===== src/common/bdct_consts.svh =====
// Constants for the branch decode and cycle timing block.
// Assumes inclusion by bare name from common/.
`ifndef BDCT_CONSTS_SVH
`define BDCT_CONSTS_SVH
`define BDCT_PFX_LONG   8'h10
`define BDCT_OP_BRA     8'h20
`define BDCT_OP_BRN     8'h21
`define BDCT_OP_BSR     8'h8D
`define BDCT_OP_LBRA    8'h16
`define BDCT_OP_LONG_BRANCH_TO_SUBROUTINE    8'h17
`define BDCT_OP_PUSH_HARDWARE_STACK    8'h34
`define BDCT_OP_PULL_HARDWARE_STACK    8'h35
`define BDCT_OP_PUSH_USER_STACK    8'h36
`define BDCT_OP_PULL_USER_STACK    8'h37
`define BDCT_OP_SWI1    8'h3F
`define BDCT_PFX_SOFT_INTERRUPT_THREE   8'h11
`define BDCT_OP_EXG     8'h1E
`define BDCT_OP_TFR     8'h1F
`define BDCT_BR_HI      4'h2
`define BDCT_SHORT_CYC  5'h03
`define BDCT_SHORT_LEN  3'h2
`define BDCT_LONG_NT    5'h05
`define BDCT_LONG_TK    5'h06
`define BDCT_LONG_LEN   3'h4
`define BDCT_LBRA_CYC   5'h05
`define BDCT_LBRA_LEN   3'h3
`define BDCT_BSR_CYC    5'h07
`define BDCT_LONG_BRANCH_TO_SUBROUTINE_CYC   5'h09
`define BDCT_STK_BASE   5'h05
`define BDCT_STK_LEN    3'h2
`define BDCT_SWI_CYC    5'h13
`define BDCT_SWI23_CYC  5'h14
`define BDCT_XFR_CYC    5'h06
`define BDCT_EXG_CYC    5'h08
`define BDCT_IDX_CYC    5'h04
`define BDCT_IDX_LEN    3'h2
`define BDCT_CC_C       0
`define BDCT_CC_V       1
`define BDCT_CC_Z       2
`define BDCT_CC_N       3
`define BDCT_CC_I       4
`define BDCT_CC_H       5
`define BDCT_CC_F       6
`define BDCT_RSEL_WIDE  3
`define BDCT_HALF_BIT   4
`define BDCT_SIGN_BIT   7
`endif


===== src/common/bdct_pkg.sv =====
// Types shared by the branch decode and cycle timing block.
// Assumes bdct_consts.svh is on the include path.
package bdct_pkg;
  typedef enum logic [2:0] {
    BDCT_IDLE = 3'b001,
    BDCT_PFX  = 3'b010,
    BDCT_DONE = 3'b100
  } bdct_state_t;

  typedef struct packed {
    logic        valid;
    logic        taken;
    logic [15:0] target;
    logic [4:0]  cycles;
    logic [2:0]  nbytes;
    logic        push_ret;
    logic        set_if;
    logic        legal;
  } bdct_res_t;

  typedef struct packed {
    bdct_state_t state;
    logic [7:0]  pfx;
    bdct_res_t   res;
  } bdct_st_t;

  typedef struct packed {
    logic [7:0] h;
    logic       half;
    logic       carry;
  } bdct_add_t;
endpackage


===== src/logic/bdct_cond.sv =====
// Branch condition evaluator for the relative branch families.
// Assumes a flag byte with C,V,Z,N in bits 0..3.
`timescale 1ns/1ps
`default_nettype none
`include "bdct_consts.svh"
module bdct_cond
  import bdct_pkg::*;
(
  input  wire logic [3:0] i_cond,
  input  wire logic [7:0] i_cc,
  output logic            o_take
);
  logic c;
  logic v;
  logic z;
  logic n;
  logic base;
  always_comb begin
    c = i_cc[`BDCT_CC_C];
    v = i_cc[`BDCT_CC_V];
    z = i_cc[`BDCT_CC_Z];
    n = i_cc[`BDCT_CC_N];
    case (i_cond[3:1])
      3'h0:    base = 1'b1;
      3'h1:    base = ~(c | z);
      3'h2:    base = ~c;
      3'h3:    base = ~z;
      3'h4:    base = ~v;
      3'h5:    base = ~n;
      3'h6:    base = ~(n ^ v);
      default: base = ~((n ^ v) | z);
    endcase
    // Odd codes are the complement of the pair
    o_take = i_cond[0] ? ~base : base;
  end
endmodule
`default_nettype wire


===== src/logic/bdct_decode.sv =====
// Branch decode, cycle and byte timing, flag helpers.
// Assumes opcode bytes arrive one per valid cycle from program memory.
//
// Behaviour
// - Short branches are two bytes and three cycles, taken or not.
// - A 10 prefix before a short branch opcode forms a long branch.
// - Long conditional branches are four bytes, six cycles taken, five not.
// - Stack push and pull take five cycles plus one per byte moved.
// - The first soft interrupt sets I and F; the others leave them alone.
// - Exchange and transfer accept only pairs of equal register width.
// - Simple branches test one flag, set or clear.
// - Signed branches use two's-complement flags, in complement pairs.
// - Unsigned branches use carry and zero.
// - Indexed counts are base values plus the postbyte extra counts.
// - Half-carry after the marked instructions is left unspecified.
// - The special carry case sets carry to bit 7 of the result.
// - Half-carry captures the carry out of bit 3 of an 8-bit add.
`timescale 1ns/1ps
`default_nettype none
`include "bdct_consts.svh"
module bdct_decode
  import bdct_pkg::*;
(
  input  wire logic        i_mclk,
  input  wire logic        i_rst,
  input  wire logic        i_op_valid,
  input  wire logic [7:0]  i_op,
  input  wire logic [15:0] i_offset,
  input  wire logic [15:0] i_pc,
  input  wire logic [7:0]  i_cc,
  input  wire logic [7:0]  i_postbyte,
  input  wire logic [3:0]  i_idx_cyc,
  input  wire logic [1:0]  i_idx_len,
  input  wire logic        i_idx_mode,
  input  wire logic [7:0]  i_add_a,
  input  wire logic [7:0]  i_add_b,
  output logic             o_valid,
  output logic             o_taken,
  output logic [15:0]      o_target,
  output logic [4:0]       o_cycles,
  output logic [2:0]       o_nbytes,
  output logic             o_push_ret,
  output logic             o_set_if,
  output logic             o_legal,
  output logic             o_half,
  output logic             o_carry,
  output logic             o_carry_b7
);
  bdct_st_t  st;
  bdct_st_t  next_st;
  logic      take;
  bdct_add_t add_r;

  // Count of bytes in a push or pull mask; bits 4 to 7 (PC, U/S, Y, X) are 2 bytes, the rest 1
  function automatic logic [4:0] stack_bytes(input logic [7:0] m);
    logic [4:0] s;
    s = 5'h00;
    for (int k = 0; k < 8; k++) begin
      if (m[k]) begin
        s = s + ((k >= 4) ? 5'h02 : 5'h01);
      end
    end
    stack_bytes = s;
  endfunction

  function automatic logic reg_wide(input logic [3:0] r);
    reg_wide = ~r[`BDCT_RSEL_WIDE];
  endfunction

  function automatic logic [15:0] rel_target(input logic [15:0] pc,
                                             input logic [15:0] off);
    rel_target = pc + off;
  endfunction

  function automatic bdct_add_t add8(input logic [7:0] a,
                                     input logic [7:0] b);
    logic [4:0] lo;
    logic [8:0] full;
    lo = {1'b0, a[3:0]} + {1'b0, b[3:0]};
    full = {1'b0, a} + {1'b0, b};
    add8.h = full[7:0];
    add8.half = lo[`BDCT_HALF_BIT];
    add8.carry = full[8];
  endfunction

  bdct_cond u_cond (
    .i_cond (i_op[3:0]),
    .i_cc   (i_cc),
    .o_take (take)
  );

  always_comb begin
    next_st = st;
    next_st.res.valid = 1'b0;
    case (st.state)
      BDCT_IDLE, BDCT_DONE: begin
        next_st.state = BDCT_IDLE;
        if (i_op_valid) begin
          if (i_op == `BDCT_PFX_LONG || i_op == `BDCT_PFX_SOFT_INTERRUPT_THREE) begin
            next_st.state = BDCT_PFX;
            next_st.pfx = i_op;
          end else begin
            next_st.state = BDCT_DONE;
            next_st.pfx = 8'h00;
            next_st.res.valid = 1'b1;
            next_st.res.taken = 1'b0;
            next_st.res.push_ret = 1'b0;
            next_st.res.set_if = 1'b0;
            next_st.res.legal = 1'b1;
            next_st.res.target = i_pc;
            next_st.res.nbytes = 3'h1;
            next_st.res.cycles = 5'h00;
            if (i_op[7:4] == `BDCT_BR_HI) begin
              next_st.res.cycles = `BDCT_SHORT_CYC;
              next_st.res.nbytes = `BDCT_SHORT_LEN;
              next_st.res.taken = take;
              if (take) begin
                next_st.res.target = rel_target(i_pc,
                  {{8{i_offset[7]}}, i_offset[7:0]});
              end
            end else if (i_op == `BDCT_OP_BSR) begin
              next_st.res.cycles = `BDCT_BSR_CYC;
              next_st.res.nbytes = `BDCT_SHORT_LEN;
              next_st.res.taken = 1'b1;
              next_st.res.push_ret = 1'b1;
              next_st.res.target = rel_target(i_pc,
                {{8{i_offset[7]}}, i_offset[7:0]});
            end else if (i_op == `BDCT_OP_LBRA ||
                         i_op == `BDCT_OP_LONG_BRANCH_TO_SUBROUTINE) begin
              next_st.res.cycles = (i_op == `BDCT_OP_LONG_BRANCH_TO_SUBROUTINE) ?
                `BDCT_LONG_BRANCH_TO_SUBROUTINE_CYC : `BDCT_LBRA_CYC;
              next_st.res.nbytes = `BDCT_LBRA_LEN;
              next_st.res.taken = 1'b1;
              next_st.res.push_ret = (i_op == `BDCT_OP_LONG_BRANCH_TO_SUBROUTINE);
              next_st.res.target = rel_target(i_pc, i_offset);
            end else if (i_op == `BDCT_OP_PUSH_HARDWARE_STACK || i_op == `BDCT_OP_PULL_HARDWARE_STACK ||
                         i_op == `BDCT_OP_PUSH_USER_STACK ||
                         i_op == `BDCT_OP_PULL_USER_STACK) begin
              next_st.res.cycles = `BDCT_STK_BASE +
                stack_bytes(i_postbyte);
              next_st.res.nbytes = `BDCT_STK_LEN;
            end else if (i_op == `BDCT_OP_SWI1) begin
              next_st.res.cycles = `BDCT_SWI_CYC;
              next_st.res.set_if = 1'b1;
            end else if (i_op == `BDCT_OP_EXG || i_op == `BDCT_OP_TFR) begin
              next_st.res.cycles = (i_op == `BDCT_OP_EXG) ?
                `BDCT_EXG_CYC : `BDCT_XFR_CYC;
              next_st.res.nbytes = `BDCT_SHORT_LEN;
              next_st.res.legal = reg_wide(i_postbyte[7:4]) ==
                                  reg_wide(i_postbyte[3:0]);
            end else if (i_idx_mode) begin
              next_st.res.cycles = 5'(i_idx_cyc) + `BDCT_IDX_CYC;
              next_st.res.nbytes = 3'(i_idx_len) + `BDCT_IDX_LEN;
            end
          end
        end
      end
      BDCT_PFX: begin
        if (i_op_valid) begin
          next_st.state = BDCT_DONE;
          next_st.res.valid = 1'b1;
          next_st.res.taken = 1'b0;
          next_st.res.push_ret = 1'b0;
          next_st.res.set_if = 1'b0;
          next_st.res.legal = 1'b1;
          next_st.res.target = i_pc;
          next_st.res.nbytes = 3'h2;
          next_st.res.cycles = 5'h00;
          if (i_op == `BDCT_OP_SWI1) begin
            next_st.res.cycles = `BDCT_SWI23_CYC;
          end else if (st.pfx == `BDCT_PFX_LONG &&
                       i_op[7:4] == `BDCT_BR_HI) begin
            next_st.res.nbytes = `BDCT_LONG_LEN;
            next_st.res.taken = take;
            next_st.res.cycles = take ? `BDCT_LONG_TK : `BDCT_LONG_NT;
            if (i_op == `BDCT_OP_BRN) begin
              next_st.res.cycles = `BDCT_LBRA_CYC;
            end
            if (take) begin
              next_st.res.target = rel_target(i_pc, i_offset);
            end
          end else begin
            next_st.res.legal = 1'b0;
          end
        end
      end
      default: next_st.state = BDCT_IDLE;
    endcase
  end

  always_ff @(posedge i_mclk or posedge i_rst) begin
    if (i_rst) begin
      st <= '{state: BDCT_IDLE, pfx: 8'h00, res: '0};
      add_r <= '0;
    end else begin
      st <= next_st;
      add_r <= add8(i_add_a, i_add_b);
    end
  end

  assign o_valid    = st.res.valid;
  assign o_taken    = st.res.taken;
  assign o_target   = st.res.target;
  assign o_cycles   = st.res.cycles;
  assign o_nbytes   = st.res.nbytes;
  assign o_push_ret = st.res.push_ret;
  assign o_set_if   = st.res.set_if;
  assign o_legal    = st.res.legal;
  // Half-carry meaningful only after adds; unspecified elsewhere
  assign o_half     = add_r.half;
  assign o_carry    = add_r.carry;
  assign o_carry_b7 = add_r.h[`BDCT_SIGN_BIT];

  short_br_a: assert property (@(posedge i_mclk) disable iff (i_rst)
    (i_op_valid && st.state != BDCT_PFX && i_op[7:4] == 4'h2)
    |=> (o_valid && o_cycles == 5'h03 && o_nbytes == 3'h2))
    else $error("short branch timing wrong");
  long_pfx_a: assert property (@(posedge i_mclk) disable iff (i_rst)
    (i_op_valid && st.state != BDCT_PFX && i_op == 8'h10)
    |=> (st.state == BDCT_PFX && !o_valid))
    else $error("long prefix not held");
  long_cyc_a: assert property (@(posedge i_mclk) disable iff (i_rst)
    (st.state == BDCT_PFX && st.pfx == 8'h10 && i_op_valid &&
     i_op[7:4] == 4'h2 && i_op != 8'h21)
    |=> (o_nbytes == 3'h4 && o_cycles == (o_taken ? 5'h06 : 5'h05)))
    else $error("long branch timing wrong");
  stack_cyc_a: assert property (@(posedge i_mclk) disable iff (i_rst)
    (i_op_valid && st.state != BDCT_PFX && i_op == 8'h34 &&
     i_postbyte == 8'h01) |=> (o_cycles == 5'h06))
    else $error("push cycle count wrong");
  swi_mask_a: assert property (@(posedge i_mclk) disable iff (i_rst)
    (o_valid && o_set_if) |-> (o_cycles == 5'h13))
    else $error("mask set outside first soft interrupt");
  xfer_pair_a: assert property (@(posedge i_mclk) disable iff (i_rst)
    (i_op_valid && st.state != BDCT_PFX && i_op == 8'h1F &&
     i_postbyte == 8'h08) |=> !o_legal)
    else $error("mixed width transfer accepted");
  zero_br_a: assert property (@(posedge i_mclk) disable iff (i_rst)
    (i_op_valid && st.state != BDCT_PFX && i_op == 8'h27)
    |=> (o_taken == $past(i_cc[2])))
    else $error("zero branch decision wrong");
  signed_br_a: assert property (@(posedge i_mclk) disable iff (i_rst)
    (i_op_valid && st.state != BDCT_PFX && i_op == 8'h2D)
    |=> (o_taken == ($past(i_cc[3]) ^ $past(i_cc[1]))))
    else $error("signed less decision wrong");
  higher_br_a: assert property (@(posedge i_mclk) disable iff (i_rst)
    (i_op_valid && st.state != BDCT_PFX && i_op == 8'h22)
    |=> (o_taken == !($past(i_cc[0]) | $past(i_cc[2]))))
    else $error("unsigned higher decision wrong");
  half_add_a: assert property (@(posedge i_mclk) disable iff (i_rst)
    (i_add_a[3:0] == 4'hF && i_add_b[3:0] == 4'h1) |=> o_half)
    else $error("half carry lost");
  target_a: assert property (@(posedge i_mclk) disable iff (i_rst)
    (i_op_valid && st.state != BDCT_PFX && i_op == 8'h20)
    |=> (o_target == $past(i_pc) + {{8{$past(i_offset[7])}},
                                     $past(i_offset[7:0])}))
    else $error("branch target wrong");
endmodule
`default_nettype wire


===== config.mk =====
export PLATFORM = sky130hd
export DESIGN_NAME = bdct_decode
export DESIGN_NICKNAME = d
export VERILOG_FILES = /design/src/common/bdct_pkg.sv /design/src/logic/bdct_cond.sv /design/src/logic/bdct_decode.sv
export VERILOG_INCLUDE_DIRS = /design/src /design/src/common
export SDC_FILE = /design/constraint.sdc
export NUM_CORES = 1
export LEC_CHECK = 0
export BUFFER_PORTS_ARGS = -buffer_cell sky130_fd_sc_hd__buf_2
export CAP_MARGIN = 20
export CORE_ASPECT_RATIO = 0.8
export CORE_MARGIN = 8
export CORE_UTILIZATION = 50
export DETAILED_ROUTE_END_ITERATION = 7
export PLACE_DENSITY_LB_ADDON = 0.08
export SLEW_MARGIN = 20
export SYNTH_ARGS = -nofsm -noshare
export SYNTH_HDL_FRONTEND = slang
export SYNTH_SLANG_ARGS = --single-unit

===== constraint.sdc =====
create_clock -name i_mclk -period 3.75 [get_ports i_mclk]
set_clock_uncertainty 0.05 [all_clocks]
set_input_delay 0.75 -clock i_mclk [delete_from_list [all_inputs] [get_ports i_mclk]]
set_output_delay 0.75 -clock i_mclk [all_outputs]
set_load 0.01 [all_outputs]

==> Yosys cells after proc, flatten, opt, wreduce, memory -nomap -nowiden <==
Cells that the tools add are included.
{ "op_classes": {"div_mod_pow": 0, "multipliers": 0, "n_shift": 0, "n_bitwise": 13, "order_cmp": 0, "reduce_logical": 12, "n_addsub": 14, "n_mux": 102, "eq_ne": 28} }
{ "op_table": {"columns": ["cell", "n"], "rows": [
  ["$mux 5", 65],
  ["$mux 29", 2],
  ["$pmux 29 s2", 1],
  ["$eq 8x5->1 const B", 7],
  ["$mux 25", 2],
  ["$eq 8x6->1 const B", 6],
  ["$mux 40", 1],
  ["$mux 17", 2],
  ["$add 16x16->16", 2],
  ["$mux 16", 2],
  ["$mux 8", 4],
  ["$mux 26", 1],
  ["$add 5x2->5 const B", 4],
  ["$add 5x1->5 const B", 3],
  ["$eq 3x3->1 const B", 4],
  ["$mux 3", 4],
  ["$mux 11", 1],
  ["$mux 2", 5],
  ["$not 1->1", 10],
  ["$add 8x8->9", 1],
  ["$eq 3x2->1 const B", 3],
  ["$eq 8x8->1 const B", 1],
  ["$mux 1", 8],
  ["$mux 4", 2],
  ["other kinds (19)", 28]
]} }
{ "totals": {"rom_bits": 0, "latch_bits": 0, "output_inout_bits": 32, "mem_bits_rw": 0, "n_memories": 0, "ff_bits": 50} }

==> Logic depth before layout (Yosys ltp) <==
Gate-level depths: netlist of the first run.
{ "logic_depth": {"ltp_word": 82, "mapped_depth": 23} }

==> Cells and area by module <==
A second synthesis of the first run with hierarchy kept.
{ "unflattened": {"hier_cells": 533, "area_unflattened_um2": 4419.2} }
{ "by_module_without_submodules": {"columns": ["module", "cells_each", "instances", "area_each_um2"], "rows": [
  ["bdct_decode", 521, 1, 4340.4],
  ["bdct_cond", 12, 1, 78.8]
]} }

==> Worst setup path before layout of the first run <==
No wires, ideal clock.
{ "synth_path": {"path_type": "input-to-reg", "startpoint": "input port i_postbyte[0]", "endpoint": "register st (netlist bit o_cycles[3])", "setup_time_ns": 0.124, "stages": 22, "arrival_time_ns": 4.085, "required_ns": 3.576, "n_path_buf": 0, "path_slack_ns": -0.509, "cell_sequence": "inv_1 ha_1 xor2_1 ha_1 nand2_1 o31a_2 inv_1 nand2_1 xnor2_1 ha_1 and2_1 a31oi_1 nand2_1 xor2_1 nand2_1 o21ai_0 ha_1 nand2_1 o311ai_2 o211a_1 o31ai_1 nand2_1"} }
{ "synth_between": {"elab_chain_cells": 79} }
{ "synth_rtl": {"columns": ["element", "line", "rtl"], "rows": [
  ["start, declared", "bdct_decode.sv:31", "input wire logic [7:0] i_postbyte,"],
  ["$mux 1 *", "bdct_decode.sv:59", "if (m[k]) begin"],
  ["$mux 5 *", "bdct_decode.sv:136", "end else if (i_op == `BDCT_OP_PUSH_HARDWARE_STACK || i_op == `BDCT_OP_PULL_HARDWARE_STACK ||"],
  ["$mux 5 *", "bdct_decode.sv:128", "end else if (i_op == `BDCT_OP_LBRA ||"],
  ["$mux 5 *", "bdct_decode.sv:121", "end else if (i_op == `BDCT_OP_BSR) begin"],
  ["$mux 5 *", "bdct_decode.sv:113", "if (i_op[7:4] == `BDCT_BR_HI) begin"],
  ["$mux 5 *", "bdct_decode.sv:99", "if (i_op == `BDCT_PFX_LONG || i_op == `BDCT_PFX_SOFT_INTERRUPT_THREE) begin"],
  ["$mux 5 *", "bdct_decode.sv:98", "if (i_op_valid) begin"],
  ["$mux 5 *", "bdct_decode.sv:95", "case (st.state)"],
  ["[63 not listed]", null, null],
  ["$add 3x5->5 (no line) *", null, null],
  ["$mux 8 *", "bdct_decode.sv:136", null],
  ["$mux 8 *", "bdct_decode.sv:128", null],
  ["$mux 26 *", "bdct_decode.sv:121", null],
  ["$mux 25 *", "bdct_decode.sv:113", null],
  ["$mux 29 *", "bdct_decode.sv:99", null],
  ["$mux 40 *", "bdct_decode.sv:98", null],
  ["$pmux 29 s2 *", "bdct_decode.sv:95", null],
  ["end signal, assigned", "bdct_decode.sv:193", "st <= '{state: BDCT_IDLE, pfx: 8'h00, res: '0};"],
  ["end signal, assigned", "bdct_decode.sv:196", "st <= next_st;"],
  ["end, declared", "bdct_decode.sv:49", "bdct_st_t st;"]
]} }
Every way passes the cells marked *; elsewhere a longest branch is shown, timed or not. The select of a mux whose other input is x is not followed.
A chain may end at the register's enable or synchronous reset.

==> Final worst setup path of the first run <==
{ "layout_path": {"startpoint": "input port i_postbyte[0]", "endpoint": "register st (netlist bit o_cycles[4])"} }
The elaborated chain is that of the path after synthesis.

==> flow_summary.json, run 1 <==
{
  "dr.pass1.iters": 5,
  "seq_area_sq_um": 1080,
  "cp_common_cell": "nand2_2",
  "p_comb_share_pct": 56.1,
  "synth_top_area_share_pct": 23.5,
  "power-per-cell-area_nw_per_um2": 428,
  "vias": 4583,
  "antenna_found_initial": 0,
  "cts.path.max_buffers": 2,
  "wirelength_mm": 13.7,
  "clock_sinks": 43,
  "p_sw_share_pct": 42.9,
  "r2r_slack_ns": 1.07,
  "tns_ns": -0.687,
  "synth-seq-cells": 43,
  "dp_hpwl_mm": 10.7,
  "yosysTopAreaCell": "dfrtp_1",
  "synth_nets": 668,
  "synth_common_cells": "nand2_1, dfrtp_1, ha_1",
  "start_kind": "primary input",
  "placed_area_sq_um": 5200,
  "maxCapViolCount": 0,
  "netlist_top_cells_area": "dfrtp_1, ha_1, nand2_1",
  "die_w_microns": 122,
  "p_leak_uw": 0.00274,
  "r2r_cells": 9,
  "yosysWarnings": 0,
  "start_util_pct": 50.4,
  "outcome": "complete, but fails checks",
  "postRouteAntennaNets": 0,
  "critPathMaxFanout": 3,
  "ir_drop_v": 0.000239,
  "crit_required_ns": 3.93,
  "grtUsageTotal_pct": 22.3,
  "grt_pass1_wl_mm": 22.2,
  "cp_cell_sequence": "buf_8 -> inv_4 -> ha_4 -> xor2_2 -> ha_1 -> nand2_2 -> o31a_4 -> inv_4 -> nand2_4 -> xnor2_2 -> ha_1 -> and2_4 -> a31oi_4 -> nand2_2 -> xor2_1 -> nand2_1 -> o21ai_2 -> ha_4 -> nand2_2 -> xnor2_2 -> xor2_2 -> o21bai_1 -> xnor2_1 -> o31ai_1",
  "area_growth_pct": 24.2,
  "rsz0062_at_grt": "yes",
  "synth_cell_type_count": 73,
  "endpoint_kind": "flop",
  "viasPerCell": 5.86,
  "use_met3_pct": 4.87,
  "hold_ws_ns": 0.427,
  "clkLatencyLatePin_ns": 0.31,
  "drive_above_1_share_pct": 30.6,
  "multiInputGateArea_sq_um": 3220,
  "fin_area_sq_um": 5560,
  "die_area_sq_um": 12300,
  "grt_pass1_vias": 4527,
  "slowest_delay_ns": 0.32,
  "clkPwrFrac_pct": 14.2,
  "synth-main-ff-cell": "dfrtp_1",
  "crit_end": "o_cycles[4]",
  "netlist_instances": 546,
  "layout_setup_ws_ns": -0.271,
  "cts-hold-fix-buffers": 0,
  "synthArstFlopShare_pct": 100,
  "core_area_sq_um": 8880,
  "ys_seq_area_share_pct": 24.1,
  "hold_path_class": "reg -> reg",
  "syn_area_per_cell_sq_um": 8.20,
  "die_height_microns": 101,
  "slowest_stage": "ha_1",
  "fillCellCount": 797,
  "fp-row-count": 31,
  "r2r-start": "st[37]",
  "min_period_over_period_pct": 107,
  "period_minus_slack_ns": 4.02,
  "gp_congestion": 0.895,
  "htree_levels": 2,
  "crit_start": "i_postbyte[0]",
  "drv_slew": 0,
  "power.internal_uw": 1360,
  "power.switching_uw": 1020,
  "wl_per_cell_microns": 17.5,
  "crit_arrival_ns": 4.20,
  "gr-total-overflow": 0,
  "grt_most_used_layer": "met2",
  "tightest_slew_ns": 0.934,
  "rr_endpoint": "o_target[14]",
  "num-nets-final": 788,
  "min_path_cells": 1,
  "syn_area_sq_um": 4480,
  "violations": "setup timing",
  "drc": 0,
  "critical_path_class": "in -> reg",
  "maxSlewHeadroom_pct": 37.7,
  "grtUsageMet2_pct": 34.9,
  "cts-buffers-inserted": 5,
  "cts-root-buf": "clkbuf_8",
  "grt_util_met1_pct": 30.3,
  "cts_tree": "yes",
  "seqPwrFrac_pct": 29.7,
  "drt_iter0_markers": 278,
  "synth_edf_count": 0,
  "hold_viol": 0,
  "io_pins": 114,
  "grt_max_degree": 44,
  "yosysMostFrequentCell": "nand2_1",
  "numPortBuffers": 109,
  "path_clk_slew_ns": 0.10,
  "finalSetupViolations": 3,
  "antennaDiodeCount": 0,
  "fmax_mhz": 249
}
## registers in the layout, indices dropped and copies added (netlist names), 3 cells and up
| signal | cells |
|---|---|
| o_target | 16 |
| st | 11 |
| o_cycles | 5 |
| o_nbytes | 3 |
## metrics by stage
stage | total power, uW | util, % | worst slack [ns] | cells
floorplan | 1620 | - | -0.331 | 546
global placement | 1900 | 58.5 | -0.583 | 760
detailed placement | 1930 | 58.5 | -0.789 | 760
CTS | 2330 | 61.1 | -0.241 | 782
global route | 2570 | 62.6 | -0.478 | 782
finish | 2380 | 62.6 | -0.271 | 782
## cell families after synthesis
kind of cell	count (synthesis)	synth area share [%]
multiplexers	6	1.34
buffers and inverters	64	7.60
flip-flops	43	24.1
XOR/XNOR	31	6.71
AND/OR/NAND/NOR	189	21.6
AO/OA/AOI/OAI	173	27.4
adder cells (fa/ha/maj)	40	11.3
## cell type report
type | count | share of cell area [%]
tap | 115 | 2.59
clock buffer | 5 | 1.24
clock inverter | 3 | 0.472
inverter | 23 | 1.87
multi-input combinational | 439 | 58.0
sequential | 43 | 19.4
timing repair buffer | 154 | 16.5
## cell usage in the layout, fill, tap and decap left out, drive strengths merged, types with 4 or more instances in the layout
| master | instances |
|---|---|
| buf | 154 |
| nand2 | 53 |
| dfrtp | 42 |
| nor2 | 39 |
| ha | 39 |
| o21ai | 31 |
| a21oi | 28 |
| inv | 24 |
| nand3 | 23 |
| a21o | 15 |
| xor2 | 15 |
| and2 | 14 |
| xnor2 | 14 |
| nor3 | 12 |
| a22oi | 12 |
| a31oi | 12 |
| a211oi | 10 |
| or3 | 8 |
| o21a | 8 |
| o31ai | 7 |
| nand3b | 6 |
| o211ai | 6 |
| mux2i | 6 |
| and3 | 5 |
| o2111ai | 5 |
| clkbuf | 5 |
| nand2b | 4 |
| nor2b | 4 |
| o21bai | 4 |
| a221oi | 4 |
| nor3b | 4 |
| o311ai | 4 |
## worst max-delay path: cells and delay by family
| kind | cells | cell delay, ns |
|---|---|---|
| AOI/OAI and AO/OA | 5 | 0.78 |
| xor gates and xnor gates | 6 | 0.92 |
| adders and majority gates | 4 | 0.98 |
| buffers and inverters | 3 | 0.24 |
| and+or+nand+nor | 6 | 0.51 |
## layer usage
| layer | wire length [microns] | vias up | share of wire (%) |
|---|---|---|---|
| li1 | - | 2259 | - |
| met3 | 1150 | 17 | 8.4 |
| met5 | 0 | - | 0 |
| met4 | 179 | 0 | 1.3 |
| met1 | 6300 | 2145 | 46 |
| met2 | 6080 | 162 | 44 |
## worst min-delay path by stage
stage | start | end | slack [ns]
5_1_grt | o_nbytes[0] | o_nbytes[0] | 0.45
6_report | o_nbytes[0] | o_nbytes[0] | 0.43
3_3_place_gp | st[33] | st[33] | 0.40
3_5_place_dp | o_nbytes[0] | o_nbytes[0] | 0.41
4_1_cts | o_nbytes[0] | o_nbytes[0] | 0.43
2_1_floorplan | o_cycles[3] | o_cycles[3] | 0.39
## power groups by stage
stage	sequential (uW)	combinational (uW)	clock [uW]
2_1_floorplan	697	922	0
3_3_place_gp	711	1190	0
3_5_place_dp	716	1220	0
4_1_cts	707	1280	347
5_1_grt	727	1480	365
6_report	707	1340	338
## what timing repair did
action / 4_1_cts / 5_1_grt
buffers inserted: 14 / 2
hold endpoints to repair: 0 / 0
resized for setup: 8 / 26
endpoints found under the setup margin: 3 / 3
pin swaps: 13 / 14
No activity file was read; power rests on OpenSTA's default activity.
==> run 2: changes to the inputs <==
MAX_ROUTING_LAYER = met4   (was not set)
RECOVER_POWER = 50   (was not set)
==> run 2 against run 1 <==
Effect of this change:
- the flow finishes with violations (capacitance limit, slew limit, setup timing)
- final cell count stayed put
- flip-flop and latch count stayed put
- utilization is 0.11 points lower
- worst hold slack hardly changed
- critical path type unchanged
- largest cell class unchanged
==> flow_summary.json, run 2 (synthesis gave the netlist of run 1 again) <==
{
  "num-nets-final": 788,
  "final_common_cell": "buf_2",
  "tightest_slew_ns": 1.67,
  "largest_register_ffs": 16,
  "maxSlewHeadroom_pct": -11.4,
  "grt_most_used_layer": "met2",
  "antenna_found_initial": 0,
  "io_pins": 114,
  "start_util_pct": 50.4,
  "use_met3_pct": 4.03,
  "vias": 4590,
  "multiInputGateArea_sq_um": 3220,
  "seq_area_sq_um": 1080,
  "rsz0062_at_grt": "yes",
  "die_height_microns": 101,
  "hold_path_class": "reg -> reg",
  "wl_per_cell_microns": 17.6,
  "drive_above_1_share_pct": 29.2,
  "clock_sinks": 43,
  "power-per-cell-area_nw_per_um2": 428,
  "grt_util_met1_pct": 30.8,
  "finalSetupViolations": 3,
  "grt_max_degree": 44,
  "path_clk_slew_ns": 0.10,
  "dp_hpwl_mm": 10.7,
  "crit_start": "i_postbyte[0]",
  "layout_setup_ws_ns": -0.277,
  "drv_slew": 44,
  "period_minus_slack_ns": 4.03,
  "tns_ns": -0.706,
  "p_leak_uw": 0.00271,
  "crit_required_ns": 3.93,
  "outcome": "complete, but fails checks",
  "min_period_over_period_pct": 107,
  "core_area_sq_um": 8880,
  "antennaDiodeCount": 0,
  "slowest_stage": "ha_1",
  "fillCellCount": 799,
  "drc": 0,
  "gp_congestion": 0.911,
  "critPathMaxFanout": 3,
  "holdCritStartpoint": "o_nbytes[0]",
  "grt_pass1_wl_mm": 22.2,
  "dr.pass1.iters": 6,
  "grtUsageTotal_pct": 22.9,
  "fp-row-count": 31,
  "drt_iter0_markers": 291,
  "maxCapViolCount": 1,
  "cp_cell_sequence": "buf_8 -> inv_4 -> ha_4 -> xor2_2 -> ha_1 -> nand2_2 -> o31a_4 -> inv_4 -> nand2_4 -> xnor2_2 -> ha_1 -> and2_4 -> a31oi_4 -> nand2_2 -> xor2_1 -> nand2_1 -> o21ai_2 -> ha_4 -> nand2_2 -> xnor2_2 -> xor2_2 -> o21bai_1 -> xnor2_1 -> o31ai_1",
  "cts_tree": "yes",
  "area_growth_pct": 24.0,
  "cts-buffers-inserted": 5,
  "htree_levels": 2,
  "grt_pass1_vias": 4535,
  "cts-root-buf": "clkbuf_8",
  "hold_viol": 0,
  "cp_common_cell": "nand2_2",
  "crit_arrival_ns": 4.20,
  "ir_drop_v": 0.000238,
  "violations": "capacitance limit, slew limit, setup timing",
  "gr-total-overflow": 0,
  "postRouteAntennaNets": 0,
  "die_area_sq_um": 12300,
  "r2r-start": "st[37]",
  "cts-hold-fix-buffers": 0,
  "viasPerCell": 5.87,
  "die_w_microns": 122,
  "wirelength_mm": 13.8,
  "slowest_delay_ns": 0.31,
  "grtUsageMet2_pct": 34.9,
  "start_kind": "primary input",
  "fin_util_pct": 62.5,
  "clkLatencyLatePin_ns": 0.31,
  "cts.path.max_buffers": 2,
  "fmax_mhz": 248,
  "numPortBuffers": 109,
  "endpoint_kind": "flop",
  "most-common-layout-cells": "buf_2, nand2_1, dfrtp_1",
  "critical_path_class": "in -> reg"
}
[run 2: stage by stage]
stage / instance area (sq um) / cells / total power (uW) / setup slack [ns] / hold WS [ns]
final: 5550 / 782 / 2380 / -0.277 / 0.427
after CTS: 5430 / 782 / 2330 / -0.241 / 0.435
after global routing: 5550 / 782 / 2570 / -0.478 / 0.447
after floorplan: 4530 / 546 / 1620 / -0.331 / 0.390
after global placement: 5200 / 760 / 1900 / -0.583 / 0.403
after detailed placement: 5200 / 760 / 1930 / -0.789 / 0.412
[run 2: repair_timing]
| action | CTS | global route |
|---|---|---|
| buffers inserted | 14 | 2 |
| setup endpoints to repair | 3 | 3 |
| pin swaps | 13 | 14 |
| gates resized for setup | 8 | 26 |
[run 2: worst max-delay path, delay by kind of cell]
family | cells | cell delay, ns
AO/OA/AOI/OAI | 5 | 0.78
XOR/XNOR | 6 | 0.92
adder cells (fa/ha/maj) | 4 | 0.97
buffers and inverters | 3 | 0.24
AND/OR/NAND/NOR | 6 | 0.51
[run 2: per-layer routing]
metal,routed length (microns),vias to the layer above
li1,-,2259
met1,6510,2160
met2,6090,152
met3,952,19
met4,204,0
met5,0,-
[run 2: area by class of cell]
type,count,area share (%)
clock buffers,5,1.24
clock inverters,3,0.473
inverters,23,1.87
multi-input cells,439,58.1
flip-flops and latches,43,19.4
well taps,115,2.59
repair buffers,154,16.4
[run 2: final timing paths]
kind / endpoint / slack [ns] / depth (start not counted)
setup / recovery: o_cycles[4] / -0.28 / 24
hold / removal: o_nbytes[0] / 0.43 / 1
setup reg to reg: o_target[14] / 1.06 / 9
hold reg to reg: o_nbytes[0] / 0.43 / 1
max in group asynchronous: o_legal / 1.78 / 2
min in group asynchronous: o_carry / 0.90 / 2
[run 2: where the power goes]
part | switching [uW] | internal [uW]
logic | 731 | 601
registers | 91.0 | 616
clock network | 199 | 138
